### src/rtl/rx_decoder_regs.svh
// register offsets, field positions and timing constants of the hopping-code receive decoder
// Function
// - input stream from radio or infrared by link
// - four outputs, all latched or all momentary
// - sync pattern follows alternating run-in
// - sync is four zeros or four ones
// - eeprom clock pin senses polarity when deselected
// - learn: press, first frame, repeat stores
// - fifty records, oldest overwritten when full
// - eight second hold erases all records
// - records kept in 512x16 serial memory
// - each output mirrors one encoder switch
// - low battery output only during transmission
// - timing derived from resonator reference
// - manchester elements of 400 us, short timeout
`ifndef RX_DECODER_REGS_SVH
`define RX_DECODER_REGS_SVH

`define REG_STATUS      4'h0
`define REG_MASK        4'h4
`define REG_INFO        4'h8

`define ST_FRAME        0
`define ST_LEARN        1
`define ST_ERASE        2
`define ST_LOWBAT       3
`define ST_UNKNOWN      4
`define ST_WIDTH        5

`define REF_MHZ         4
`define CLK_MHZ         40
`define ELEM_US         400
`define ELEM_CYC        (`ELEM_US * `CLK_MHZ)
`define TIMEOUT_ELEMS   8'h08
`define ERASE_HOLD_S    8
`define ERASE_HOLD_CYC  (`ERASE_HOLD_S * `CLK_MHZ * 1000000)
`define FLASH_CYC       (3 * `CLK_MHZ * 1000000)
`define EE_WAIT_CYC     (10 * `CLK_MHZ * 1000)
`define EE_HALF_CYC     8'h14
`define BLINK_BIT       22

`define MAX_RECORDS     50
`define EE_WORDS        512
`define EE_ADDR_W       9
`define EE_FRAME_W      28
`define EE_CMD_EWEN     5'h13
`define EE_CMD_ERAL     5'h12
`define EE_CMD_WRITE    3'h5

`define FR_ID_LSB       0
`define FR_SW_LSB       32
`define FR_LOWBAT       36
`define FRAME_BITS      37

`endif

### src/rtl/rx_decoder_pkg.sv
// types shared by the hopping-code receive decoder
package rx_decoder_pkg;
    typedef enum logic [0:0] {R_HUNT = 1'b0, R_DATA = 1'b1} rxState_t;
    typedef enum logic [2:0] {
        L_IDLE = 3'b000, L_PRESS = 3'b001, L_ARM = 3'b010, L_FIRST = 3'b011,
        L_WRITE = 3'b100, L_FLASH = 3'b101, L_ERHOLD = 3'b110, L_ERASE = 3'b111
    } learnState_t;
    typedef enum logic [1:0] {E_IDLE = 2'b00, E_SHIFT = 2'b01, E_WAIT = 2'b10} eeState_t;
    typedef enum logic [1:0] {J_NONE = 2'b00, J_LEARN = 2'b01, J_ERASE = 2'b10} eeJob_t;
endpackage

### src/rtl/hopping_code_rx_decoder_ctrl.sv
// receive decoder control: stream sync, learn/erase, eeprom writes, switch outputs
//
// Strobed register access and the placing of the registers were decided locally.
`timescale 1ns/1ps
`include "rx_decoder_regs.svh"
module hopping_code_rx_decoder_ctrl
    import rx_decoder_pkg::*;
#(
    parameter int ELEM_CYC       = `ELEM_CYC,
    parameter int ERASE_HOLD_CYC = `ERASE_HOLD_CYC,
    parameter int FLASH_CYC      = `FLASH_CYC,
    parameter int EE_WAIT_CYC    = `EE_WAIT_CYC,
    parameter int NUM_OUT        = 4
) (
    input  wire logic               sys_clk,
    input  wire logic               rstn,
    input  wire logic               rfData,
    input  wire logic               irData,
    input  wire logic               inputSourceLink,
    input  wire logic               momentaryOutputSetting,
    input  wire logic               learnButton,
    output logic                    learnIndicator,
    output logic [NUM_OUT-1:0]      dataOut,
    output logic                    lowBattery,
    output logic                    eeCs,
    output logic                    eeDi,
    output logic                    eeClkOut,
    output logic                    eeClkOen,
    input  wire logic               eeClkIn,
    input  wire logic [3:0]         addr,
    input  wire logic [31:0]        wrData,
    input  wire logic               wrStb,
    input  wire logic               rdStb,
    output logic [31:0]             rdData,
    output logic                    irq
);
    localparam int HALF = ELEM_CYC / 2;

    // receive path
    logic        rxIn;                  // selected stream
    logic        rxPrev_q;              // last stream level, for edge detect
    logic [31:0] ph_q;                  // phase within the element
    logic        elemStb;               // mid-element sample strobe
    logic [7:0]  elemSr_q;              // element history
    logic [7:0]  hist;                  // history including the new element
    logic [7:0]  idle_q;                // elements since last edge
    logic        timeout;               // end of transmission
    logic        rxActive_q;            // a transmission is in progress
    rxState_t    rxSt_q;
    logic        pairHalf_q;            // first element of a bit is held
    logic        firstElem_q;
    logic [5:0]  bitCnt_q;
    logic [`FRAME_BITS-1:0] frameSr_q;
    logic        frameStb_q;            // one cycle after last bit
    logic        markHigh_q;            // expected sync polarity
    logic        syncSeen;
    logic        runIn;
    logic        bitVal;

    assign rxIn    = inputSourceLink ? irData : rfData;
    assign elemStb = (ph_q == 32'(HALF));
    assign hist    = {elemSr_q[6:0], rxIn};
    assign runIn   = (hist[7:4] == 4'h5) || (hist[7:4] == 4'ha);
    // sync is four equal elements at the sensed polarity after run-in
    assign syncSeen = runIn && (hist[3:0] == {4{markHigh_q}});
    assign timeout  = elemStb && (idle_q == `TIMEOUT_ELEMS);
    // non-inverting path (mark low) gives data straight, inverting path flips
    assign bitVal   = firstElem_q ^ markHigh_q;

    // element clock recovery: every edge realigns the phase
    always_ff @(posedge sys_clk or negedge rstn) begin
        if (!rstn) begin
            rxPrev_q <= 1'b0;
            ph_q     <= 32'h0;
            elemSr_q <= 8'h00;
            idle_q   <= 8'h00;
        end else begin
            rxPrev_q <= rxIn;
            if (rxIn != rxPrev_q) begin
                ph_q   <= 32'h0;
                idle_q <= 8'h00;
            end else begin
                ph_q <= (ph_q == 32'(ELEM_CYC - 1)) ? 32'h0 : ph_q + 32'h1;
                if (elemStb && idle_q != `TIMEOUT_ELEMS)
                    idle_q <= idle_q + 8'h01;
            end
            if (elemStb)
                elemSr_q <= hist;
        end
    end

    // sync hunt and manchester pair decode
    always_ff @(posedge sys_clk or negedge rstn) begin
        if (!rstn) begin
            rxSt_q      <= R_HUNT;
            pairHalf_q  <= 1'b0;
            firstElem_q <= 1'b0;
            bitCnt_q    <= 6'h00;
            frameSr_q   <= '0;
            frameStb_q  <= 1'b0;
            rxActive_q  <= 1'b0;
        end else begin
            frameStb_q <= 1'b0;
            if (timeout)
                rxActive_q <= 1'b0;
            else if (elemStb && syncSeen)
                rxActive_q <= 1'b1;
            case (rxSt_q)
                R_HUNT: begin
                    if (elemStb && syncSeen) begin
                        rxSt_q     <= R_DATA;
                        pairHalf_q <= 1'b0;
                        bitCnt_q   <= 6'h00;
                    end
                end
                R_DATA: begin
                    if (timeout) begin
                        rxSt_q <= R_HUNT;
                    end else if (elemStb && !pairHalf_q) begin
                        firstElem_q <= rxIn;
                        pairHalf_q  <= 1'b1;
                    end else if (elemStb) begin
                        pairHalf_q <= 1'b0;
                        // equal halves are not manchester: drop the frame
                        if (rxIn == firstElem_q) begin
                            rxSt_q <= R_HUNT;
                        end else begin
                            frameSr_q <= {bitVal, frameSr_q[`FRAME_BITS-1:1]};
                            bitCnt_q  <= bitCnt_q + 6'h01;
                            if (bitCnt_q == 6'(`FRAME_BITS - 1)) begin
                                frameStb_q <= 1'b1;
                                rxSt_q     <= R_HUNT;
                            end
                        end
                    end
                end
                default: rxSt_q <= R_HUNT;
            endcase
        end
    end

    // record table
    logic [31:0] ids_q [`MAX_RECORDS];  // local copy of learned identities
    logic [`MAX_RECORDS-1:0] valid_q;
    logic [5:0]  slot_q;                // oldest record, next to overwrite
    logic [5:0]  count_q;               // learned records, saturates at full
    logic [31:0] frameId;
    logic [3:0]  frameSw;
    logic        known;
    logic        accept;
    logic        storeRec;              // identity enters the table
    logic        clearAll;

    // table passed in so the match re-evaluates whenever an entry changes
    function automatic logic matchAny(input logic [31:0] id,
                                      input logic [`MAX_RECORDS-1:0] v,
                                      input logic [31:0] tbl [`MAX_RECORDS]);
        logic hit;
        hit = 1'b0;
        for (int i = 0; i < `MAX_RECORDS; i++)
            hit = hit | (v[i] && tbl[i] == id);
        return hit;
    endfunction

    assign frameId = frameSr_q[`FR_ID_LSB +: 32];
    assign frameSw = frameSr_q[`FR_SW_LSB +: 4];
    assign known   = matchAny(frameId, valid_q, ids_q);
    assign accept  = frameStb_q && known;

    // table write: ring of fifty, wraps over the oldest entry
    always_ff @(posedge sys_clk or negedge rstn) begin
        if (!rstn) begin
            valid_q <= '0;
            slot_q  <= 6'h00;
            count_q <= 6'h00;
            for (int i = 0; i < `MAX_RECORDS; i++)
                ids_q[i] <= 32'h0;
        end else if (clearAll) begin
            valid_q <= '0;
            slot_q  <= 6'h00;
            count_q <= 6'h00;
        end else if (storeRec) begin
            ids_q[slot_q]   <= frameId;
            valid_q[slot_q] <= 1'b1;
            slot_q  <= (slot_q == 6'(`MAX_RECORDS - 1)) ? 6'h00 : slot_q + 6'h01;
            if (count_q != 6'(`MAX_RECORDS))
                count_q <= count_q + 6'h01;
        end
    end

    // switch and battery outputs
    // latched keeps last switches; momentary and low battery drop on timeout
    always_ff @(posedge sys_clk or negedge rstn) begin
        if (!rstn) begin
            dataOut    <= '0;
            lowBattery <= 1'b0;
        end else if (accept) begin
            dataOut    <= frameSw[NUM_OUT-1:0];
            lowBattery <= frameSr_q[`FR_LOWBAT];
        end else if (timeout) begin
            lowBattery <= 1'b0;
            if (momentaryOutputSetting)
                dataOut <= '0;
        end
    end

    // learn and erase
    learnState_t lSt_q;
    logic [31:0] hold_q;                // button hold / flash timer
    logic [31:0] candId_q;              // identity seen by the latest frame since arming
    logic [23:0] blink_q;
    logic        eeStart;
    eeJob_t      eeJobReq;
    logic        eeDone;
    logic        learnDone;
    logic        eraseDone;

    assign storeRec  = (lSt_q == L_FIRST) && frameStb_q && (frameId == candId_q);
    assign clearAll  = (lSt_q == L_ERHOLD) && !learnButton;
    assign eeStart   = storeRec || clearAll;
    assign eeJobReq  = clearAll ? J_ERASE : J_LEARN;
    assign learnDone = (lSt_q == L_FLASH) && (hold_q == 32'(FLASH_CYC - 1));
    assign eraseDone = (lSt_q == L_ERASE) && eeDone;
    always_comb begin
        case (lSt_q)
            L_PRESS, L_ARM, L_ERHOLD: learnIndicator = 1'b1;
            L_FLASH, L_ERASE:         learnIndicator = blink_q[`BLINK_BIT];
            default:                  learnIndicator = 1'b0;
        endcase
    end

    // learn sequencer; a short press arms, a long hold erases
    always_ff @(posedge sys_clk or negedge rstn) begin
        if (!rstn) begin
            lSt_q    <= L_IDLE;
            hold_q   <= 32'h0;
            candId_q <= 32'h0;
            blink_q  <= 24'h0;
        end else begin
            blink_q <= blink_q + 24'h1;
            hold_q  <= hold_q + 32'h1;
            case (lSt_q)
                L_IDLE: begin
                    hold_q <= 32'h0;
                    if (learnButton)
                        lSt_q <= L_PRESS;
                end
                L_PRESS: begin
                    if (hold_q == 32'(ERASE_HOLD_CYC - 1))
                        lSt_q <= L_ERHOLD;
                    else if (!learnButton)
                        lSt_q <= L_ARM;
                end
                L_ARM: begin
                    if (frameStb_q) begin
                        candId_q <= frameId;
                        lSt_q    <= L_FIRST;
                    end
                end
                L_FIRST: begin
                    if (storeRec)
                        lSt_q <= L_WRITE;
                    else if (frameStb_q)
                        candId_q <= frameId;
                end
                L_WRITE: begin
                    hold_q <= 32'h0;
                    if (eeDone)
                        lSt_q <= L_FLASH;
                end
                L_FLASH: if (learnDone) lSt_q <= L_IDLE;
                L_ERHOLD: if (!learnButton) lSt_q <= L_ERASE;
                L_ERASE: if (eeDone) lSt_q <= L_IDLE;
                default: lSt_q <= L_IDLE;
            endcase
        end
    end

    // serial memory engine
    eeState_t    eSt_q;
    eeJob_t      job_q;
    logic [1:0]  step_q;                // command within the job
    logic [`EE_FRAME_W-1:0] sr_q;
    logic [4:0]  eBit_q;
    logic [7:0]  eDiv_q;
    logic [31:0] eWait_q;
    logic [5:0]  wrSlot_q;              // slot being written
    logic [31:0] wrId_q;
    logic        lastStep;
    logic        busyPrev_q;

    // builds one command: start, opcode, address and data, msb first
    function automatic logic [`EE_FRAME_W-1:0] eeFrame(input eeJob_t j, input logic [1:0] s,
                                                       input logic [5:0] sl,
                                                       input logic [31:0] id);
        logic [`EE_ADDR_W-1:0] a;
        a = {2'b00, sl, s[1]};
        if (s == 2'd0)
            return {`EE_CMD_EWEN, 23'h0};
        else if (j == J_ERASE)
            return {`EE_CMD_ERAL, 23'h0};
        else
            return {`EE_CMD_WRITE, a, s[1] ? id[31:16] : id[15:0]};
    endfunction

    assign lastStep = (job_q == J_ERASE) ? (step_q == 2'd1) : (step_q == 2'd2);
    assign eeDone   = (eSt_q == E_WAIT) && (eWait_q == 32'(EE_WAIT_CYC - 1)) && lastStep;
    assign eeDi     = sr_q[`EE_FRAME_W-1];
    // pin released while deselected so the strap can be read
    assign eeClkOen = !eeCs;

    always_ff @(posedge sys_clk or negedge rstn) begin
        if (!rstn) begin
            eSt_q    <= E_IDLE;
            job_q    <= J_NONE;
            step_q   <= 2'd0;
            sr_q     <= '0;
            eBit_q   <= 5'h00;
            eDiv_q   <= 8'h00;
            eWait_q  <= 32'h0;
            eeCs     <= 1'b0;
            eeClkOut <= 1'b0;
            wrSlot_q <= 6'h00;
            wrId_q   <= 32'h0;
        end else begin
            case (eSt_q)
                E_IDLE: begin
                    if (eeStart) begin
                        job_q    <= eeJobReq;
                        step_q   <= 2'd0;
                        wrSlot_q <= slot_q;
                        wrId_q   <= frameId;
                        sr_q     <= eeFrame(eeJobReq, 2'd0, slot_q, frameId);
                        eeCs     <= 1'b1;
                        eBit_q   <= 5'h00;
                        eDiv_q   <= 8'h00;
                        eSt_q    <= E_SHIFT;
                    end
                end
                E_SHIFT: begin
                    eDiv_q <= eDiv_q + 8'h01;
                    if (eDiv_q == `EE_HALF_CYC - 8'h01) begin
                        eDiv_q   <= 8'h00;
                        eeClkOut <= !eeClkOut;
                        if (eeClkOut) begin
                            sr_q   <= {sr_q[`EE_FRAME_W-2:0], 1'b0};
                            eBit_q <= eBit_q + 5'h01;
                            if (eBit_q == 5'(`EE_FRAME_W - 1)) begin
                                eeCs    <= 1'b0;
                                eWait_q <= 32'h0;
                                eSt_q   <= E_WAIT;
                            end
                        end
                    end
                end
                E_WAIT: begin
                    eWait_q <= eWait_q + 32'h1;
                    if (eWait_q == 32'(EE_WAIT_CYC - 1)) begin
                        if (lastStep) begin
                            eSt_q <= E_IDLE;
                            job_q <= J_NONE;
                        end else begin
                            step_q <= step_q + 2'd1;
                            sr_q   <= eeFrame(job_q, step_q + 2'd1, wrSlot_q, wrId_q);
                            eeCs   <= 1'b1;
                            eBit_q <= 5'h00;
                            eSt_q  <= E_SHIFT;
                        end
                    end
                end
                default: eSt_q <= E_IDLE;
            endcase
        end
    end

    // polarity strap sampled one cycle after the pin has been released
    always_ff @(posedge sys_clk or negedge rstn) begin
        if (!rstn) begin
            busyPrev_q <= 1'b0;
            markHigh_q <= 1'b0;
        end else begin
            busyPrev_q <= eeCs;
            if (!eeCs && !busyPrev_q)
                markHigh_q <= eeClkIn;
        end
    end

    // register port and interrupt
    logic [`ST_WIDTH-1:0] status_q;
    logic [`ST_WIDTH-1:0] mask_q;
    logic [`ST_WIDTH-1:0] events;
    logic                 rdStatus;
    logic [31:0]          rdMux;

    assign events   = {frameStb_q && !known, accept && frameSr_q[`FR_LOWBAT],
                       eraseDone, learnDone, accept};
    assign rdStatus = rdStb && (addr == `REG_STATUS);
    assign irq      = |(status_q & mask_q);
    assign rdMux = (addr == `REG_STATUS) ? 32'(status_q) :
                   (addr == `REG_MASK)   ? 32'(mask_q) :
                   (addr == `REG_INFO)   ? {9'h0, count_q, 3'(lSt_q), markHigh_q,
                                            rxActive_q, lowBattery, 7'h0, dataOut} :
                   32'h0;

    // status clears on read, a same-cycle event still sets its bit
    always_ff @(posedge sys_clk or negedge rstn) begin
        if (!rstn) begin
            status_q <= '0;
            mask_q   <= '0;
            rdData   <= 32'h0;
        end else begin
            status_q <= (rdStatus ? '0 : status_q) | events;
            if (wrStb && addr == `REG_MASK)
                mask_q <= wrData[`ST_WIDTH-1:0];
            rdData <= rdStb ? rdMux : 32'h0;
        end
    end
endmodule

### config.mk
export PLATFORM = sky130hd
export DESIGN_NAME = hopping_code_rx_decoder_ctrl
export DESIGN_NICKNAME = d
export VERILOG_FILES = /design/src/rtl/rx_decoder_pkg.sv /design/src/rtl/hopping_code_rx_decoder_ctrl.sv
export VERILOG_INCLUDE_DIRS = /design/src /design/src/rtl
export SDC_FILE = /design/constraint.sdc
export NUM_CORES = 2
export LEC_CHECK = 0
export BUFFER_PORTS_ARGS = -buffer_cell sky130_fd_sc_hd__buf_2
export CORE_MARGIN = 1
export CORE_UTILIZATION = 34
export CTS_CLUSTER_SIZE = 20
export DETAILED_ROUTE_END_ITERATION = 16
export GPL_TIMING_DRIVEN = 0
export HOLD_SLACK_MARGIN = 0.08
export PLACE_DENSITY = 0.59
export SLEW_MARGIN = 20
export SYNTH_ARGS = -nofsm -noshare
export SYNTH_HDL_FRONTEND = slang
export SYNTH_SLANG_ARGS = --single-unit
### constraint.sdc
create_clock -name sys_clk -period 4.4 [get_ports sys_clk]
set_clock_uncertainty 0.05 [all_clocks]
set_input_delay 0.44 -clock sys_clk [delete_from_list [all_inputs] [get_ports sys_clk]]
set_output_delay 0.44 -clock sys_clk [all_outputs]
set_load 0.01 [all_outputs]
* Yosys cells after proc, flatten, opt, wreduce, memory -nomap -nowiden
Index checks and enable logic that the tools add are counted.
** Word-level totals
- Bits in registers :: 2008
- Input port bits :: 46
- Output and inout bits :: 43
- Logic and storage cells :: 494
** Cells by class
- $add $sub $neg :: 11
- Magnitude comparators :: 4
- Eq/ne operators :: 104
- Mux-type cells :: 115
- Bitwise operators :: 59
- Reduce and logical (&&, ||, !) cells :: 115
** Operators with widths (count)
- $eq A32 B32 Y1 :: 51
- $bwmux W1600 :: 1
- $mux W32 :: 9
- $demux W32 S6 :: 1
- $mux W28 :: 5
- $pmux W32 S2 :: 2
- $mux W50 :: 2
- $add A32 B1 Y32 const B :: 3
- $mux W23 :: 4
- $pmux W28 S3 :: 1
- $logic_and A1 B1 Y1 :: 70
- $mux W6 :: 11
- $mux W26 :: 2
- $or A50 B50 Y50 :: 1
- $or A1 B1 Y1 :: 49
- $ne A2 B2 Y1 const B :: 19
- $eq A32 B13 Y1 const B :: 1
- $eq A32 B14 Y1 const B :: 1
- $eq A32 B19 Y1 const B :: 1
- $eq A32 B27 Y1 const B :: 1
- $eq A32 B29 Y1 const B :: 1
- $mux W8 :: 4
- $mux W1 :: 30
- $mux W5 :: 6
- other kinds (63) :: 132

* Depth between registers and ports, before layout
- Word-level depth :: 54
- Gate-level depth with buffers :: 12
- Depth with buffers taken out :: 10

* Least setup slack after synthesis
OpenSTA, ideal clock, no wires.
- Path kind :: register -> register
- From :: register ph_q[0]
- To :: register frameSr_q[10]
- Setup time :: 0.125 ns
- Data arrival time :: 2.958 ns
- Data required time :: 4.225 ns
- Setup slack :: 1.267 ns
- Cell stages (with the launch flop) :: 10
- Path buffers :: 2
- Clock period less this slack :: 3.133 ns
- Cells stage by stage :: dfrtp_1 > inv_1 > ha_1 > or4b_2 > or3_1 > nor3_1 > and4_1 > buf_2 > buf_2 > mux2_2
** Between the ends
- Cells in the longest elaborated chain, start to end :: 4
- Elaborated cells on any way between the ends :: 6
- Those cells by class :: 1 x eq/ne; 2 x bitwise; 3 x reduce/logical
** RTL lines
- from (decl) :: line hopping_code_rx_decoder_ctrl.sv:42 : logic [31:0] ph_q;
- from (signal assigned) :: line hopping_code_rx_decoder_ctrl.sv:83 : ph_q <= (ph_q == 32'(ELEM_CYC - 1)) ? 32'h0 : ph_q + 32'h1;
- $eq A32 B13 Y1 (*) :: line hopping_code_rx_decoder_ctrl.sv:61 : assign elemStb = (ph_q == 32'(HALF));
- $logic_and A1 B1 Y1 (on tied branches) :: line hopping_code_rx_decoder_ctrl.sv:119, hopping_code_rx_decoder_ctrl.sv:66
- $not A1 Y1 (no line)
- $reduce_and A5 Y1 (no line) (*)
- to (signal assigned) :: line hopping_code_rx_decoder_ctrl.sv:128 : frameSr_q <= {bitVal, frameSr_q[`FRAME_BITS-1:1]};
- to (decl) :: line hopping_code_rx_decoder_ctrl.sv:53 : logic [`FRAME_BITS-1:0] frameSr_q;
Every way passes the cells marked *; elsewhere a longest branch is shown, timed or not.
A chain may end at the register's enable or synchronous reset.

* Worst setup path in the final report
- From :: register frameSr_q[5]
- To :: register lowBattery
** Between the ends
- Cells in the longest elaborated chain, start to end :: 53
- Elaborated cells on any way between the ends :: 152
- Those cells by class :: 50 x eq/ne; 1 x mux; 49 x bitwise; 52 x reduce/logical
** RTL lines
- $eq A32 B32 Y1 :: line hopping_code_rx_decoder_ctrl.sv:161 : hit = hit | (v[i] && tbl[i] == id);
- $logic_and A1 B1 Y1 :: line hopping_code_rx_decoder_ctrl.sv:161
- $or A1 B1 Y1 (48 in a row) :: line hopping_code_rx_decoder_ctrl.sv:161
- $or A1 B1 Y1 (*) :: line hopping_code_rx_decoder_ctrl.sv:161
- $logic_and A1 B1 Y1 (*) :: line hopping_code_rx_decoder_ctrl.sv:168 : assign accept = frameStb_q && known;
- $mux W1 / $reduce_bool A2 Y1 (equally long branches)
- to (signal assigned) :: line hopping_code_rx_decoder_ctrl.sv:199 : lowBattery <= frameSr_q[`FR_LOWBAT];
- to (decl) :: line hopping_code_rx_decoder_ctrl.sv:24 : output logic lowBattery,
Marks and branches as above.

==> results.md <==
- Most frequent cell after synthesis: dfrtp_1
- Core area: 282000 µm²
- Power Density: 366 nW/µm²
- Final setup margin: -204 ps
- RD Place Congestion: 1.01
- Final Max Tran Viols: 0
- Drt wl/cell: 34.2 µm
- Flops & latches, synth: 2001
- Mapped Avg Cell Area: 12.3 µm²
- Leak: 59.2 nW
- Yosys warnings: 0
- Critical Path Sink Type: register
- Synth Area in Adders: 0.00259
- Total Power: 40.4 mW
- Die height: 535 µm
- Worst Path Required: 5160 ps
- Leading area contributor after synthesis: dfrtp_1
- Post-Route WL: 414000 µm
- Max Buffers Root-to-Sink: 3
- Synth area leaders: dfrtp_1 52%, mux2_2 18%, xor2_1 12%
- Vias in the first global route: 66800
- Vias: 68600
- Post-Synthesis Cells: 7841
- Synth Area in Simple Gates: 0.0796
- Sequential area share after synthesis: 0.519
- Ports: 89
- Worst path top cell family by delay: simple AND/OR/NAND/NOR gates
- Multiplexer area fraction after synthesis: 0.191
- TritonCTS buffer count: 212
- Initial antenna violation count: 55
- P&R area growth vs syn: 14.3%
- Crit-path max FO: 10
- CP max-delay cell: buf_2
- RSZ-0062 raised after global routing: yes
- IO buf count: 44
- Layout cell share with drive strength beyond 1: 0.285
- Synth Cell Area: 96500 µm²
- Largest net degree at the start of global routing: 138
- Root Buffer Master: clkbuf_16
- CP Cell Sequence: buf_2 -> buf_2 -> xor2_1 -> nor4_1 -> nand3_1 -> nor3_1 -> or4_1 -> or4_1 -> o41ai_4 -> buf_12 -> mux2i_1
- Status: finished, violations left
- Final core utilization: 0.391
- MaxCap Viol Count: 0
- Die X: 535 µm
- Main combinational cell family by area after synthesis: multiplexers
- Compound-Gate Fraction of Synth Area: 0.0174
- Post-synth top flop: dfrtp_1
- Crit path largest cell delay: 1000 ps
- Initial core utilization: 0.342
- Max Fclk: 217 MHz
- Layout filler cell count: 26800
- Max IR drop VDD: 0.419 mV
- Data arrival time of the worst path: 5360 ps
- Clk_lat worst skew: 910 ps
- Post-Synth XOR/XNOR Area: 0.159
- Hold Fails Final Rpt: 0
- CTS tree: yes
- Failing checks: setup timing
- FP Rows: 195
- Dpl hpwl: 262000 µm
- Fin crit period: 4600 ps
- DRC Markers: 0
- Async SR Flop Fraction: 1.00
- GR Overflow Total: 0
- First-pass GRT wire length: 560000 µm
- EDFF count, synth: 0
- Actual slew at the worst max-slew pin: 1320 ps
- Post-synth top cells: 2001 x dfrtp_1, 1563 x mux2_2, 1283 x xor2_1
- Period utilisation layout: 1.05
- Worst R2R Setup Slack: -200 ps
- Final setup viols: 8
- DIE AREA: 286000 µm²
- DRT iter0 DRCs: 8191
- Setup TNS: -1110 ps
- Tightest Hold Check Type: in2async
- Clk sinks: 2001
- Routed Antenna Nets: 0
- Final Net Count: 8216
- DRT Pass-1 Iters: 7
- Post-synth top area share: 0.519
- Netlist cell types: 68
- Vias/cell: 5.67
- Slew HR: 0.117
- Global-route usage over all layers: 0.286
- Reg clk slew, reported paths: 60 ps
- Buffers & Inverters on Critical Path: 3
- Startpoint types: register
- CP Class: reg2reg
- H-tree depth: 4
-- sequential cells by signal, summed over array words and instances (netlist names), 3 cells and up --
signal and count:
bitCnt_q 6, blink_q 23, candId_q 32, count_q 6
dataOut 4, eBit_q 5, eDiv_q 8, eWait_q 32
elemSr_q 7, frameSr_q 37, hold_q 32, idle_q 8
ids_q 1600, lSt_q 3, mask_q 5, ph_q 32
rdData 17, slot_q 6, sr_q 28, status_q 5
valid_q 50, wrId_q 32, wrSlot_q 6
-- worst paths after layout --
path	end	start	cells after the start
min in group sys_clk	rdData[1]	addr[3]	5
max in group asynchronous	ids_q[548]	rstn	7
max	lowBattery	frameSr_q[5]	11
min reg2reg	blink_q[0]	blink_q[0]	1
min	eWait_q[9]	rstn	3
max reg2reg	lowBattery	frameSr_q[5]	11
-- final cells by class --
class	count	area, µm²	share of cell area
Multi-Input combinational cell	5194	43500	0.395
Tap cell	3743	4680	0.0425
Inverter	42	166	0.00151
Sequential cell	2001	50100	0.454
Clock inverter	59	759	0.00689
Buffer	608	3590	0.0326
Clock buffer	325	6360	0.0577
Timing Repair Buffer	91	1030	0.00933
Antenna cell	28	70.1	0.000635
-- per-layer routing --
metal | share of wire | vias to the layer above | wire length [µm] | track usage
met3 | 0.11 | 1224 | 43900 | 0.0844
met5 | 0.0011 | - | 452 | 0.00167
met2 | 0.43 | 3894 | 176000 | 0.418
met4 | 0.083 | 20 | 34300 | 0.208
li1 | - | 27500 | - | -
met1 | 0.38 | 36000 | 159000 | 0.358
-- worst min-delay path, stage by stage --
cell           delay, ps
dlygate4sd3_1        580
buf_12               160
buf_16               240
-- where the power goes --
part,switching (mW),leakage [nW],internal (mW)
combinational,1.79,28.0,0.704
clock,7.95,3.52,10.8
sequential,0.337,27.8,18.8
-- through the flow --
| stage | setup slack, ps | hold slack [ps] | area, µm² | cells |
|---|---|---|---|---|
| 2_1_floorplan | 1270 | 94.4 | 96600 | 7855 |
| 3_3_place_gp | -42460 | 387 | 101000 | 11600 |
| 3_5_place_dp | -2270 | 286 | 102000 | 11700 |
| 4_1_cts | 0.721 | 85.3 | 110000 | 12100 |
| 5_1_grt | -30.8 | 135 | 110000 | 12100 |
| 6_report | -204 | 116 | 110000 | 12100 |
-- layout by cell type (no fill, tap or decap), types with 22 or more instances in the layout --
cell type,netlist,routed
buf_2,176,154
mux2i_1,26,26
nand2_1,400,393
xnor2_1,466,465
buf_6,16,61
nor4_1,316,310
buf_8,0,29
o21ai_0,170,169
nand4_1,160,160
clkbuf_16,0,219
or3_1,22,22
mux2_2,1563,1563
buf_4,70,60
dfrtp_1,2001,2001
and3_1,36,36
clkinv_2,0,33
xor2_1,1283,1283
diode_2,0,28
nand3_1,148,148
a21oi_1,38,38
clkbuf_2,0,101
inv_1,41,40
nor2_1,183,183
mux2_1,50,50
clkbuf_8,0,51
nor3_1,91,86
clkbuf_1,347,295
-- kinds of logic (layout without fill, tap and decap cells) --
family / count (synthesis) / count (layout)
multiplexers: 1639 / 1639
AND/OR/NAND/NOR: 1482 / 1482
buffers and inverters: 660 / 1125
other: 1 / 43
AO/OA/AOI/OAI: 289 / 289
XOR/XNOR: 1749 / 1749
adder cells (fa/ha/maj): 20 / 20
flip-flops: 2001 / 2001
-- what timing repair did --
item,CTS,global route
setup endpoints to repair,803,220
setup buffers,4,0
pin swaps,3,1
resized for setup,169,51
hold buffers,22,0
hold endpoints to repair,310,0
Power figures use the tool's default switching activity.
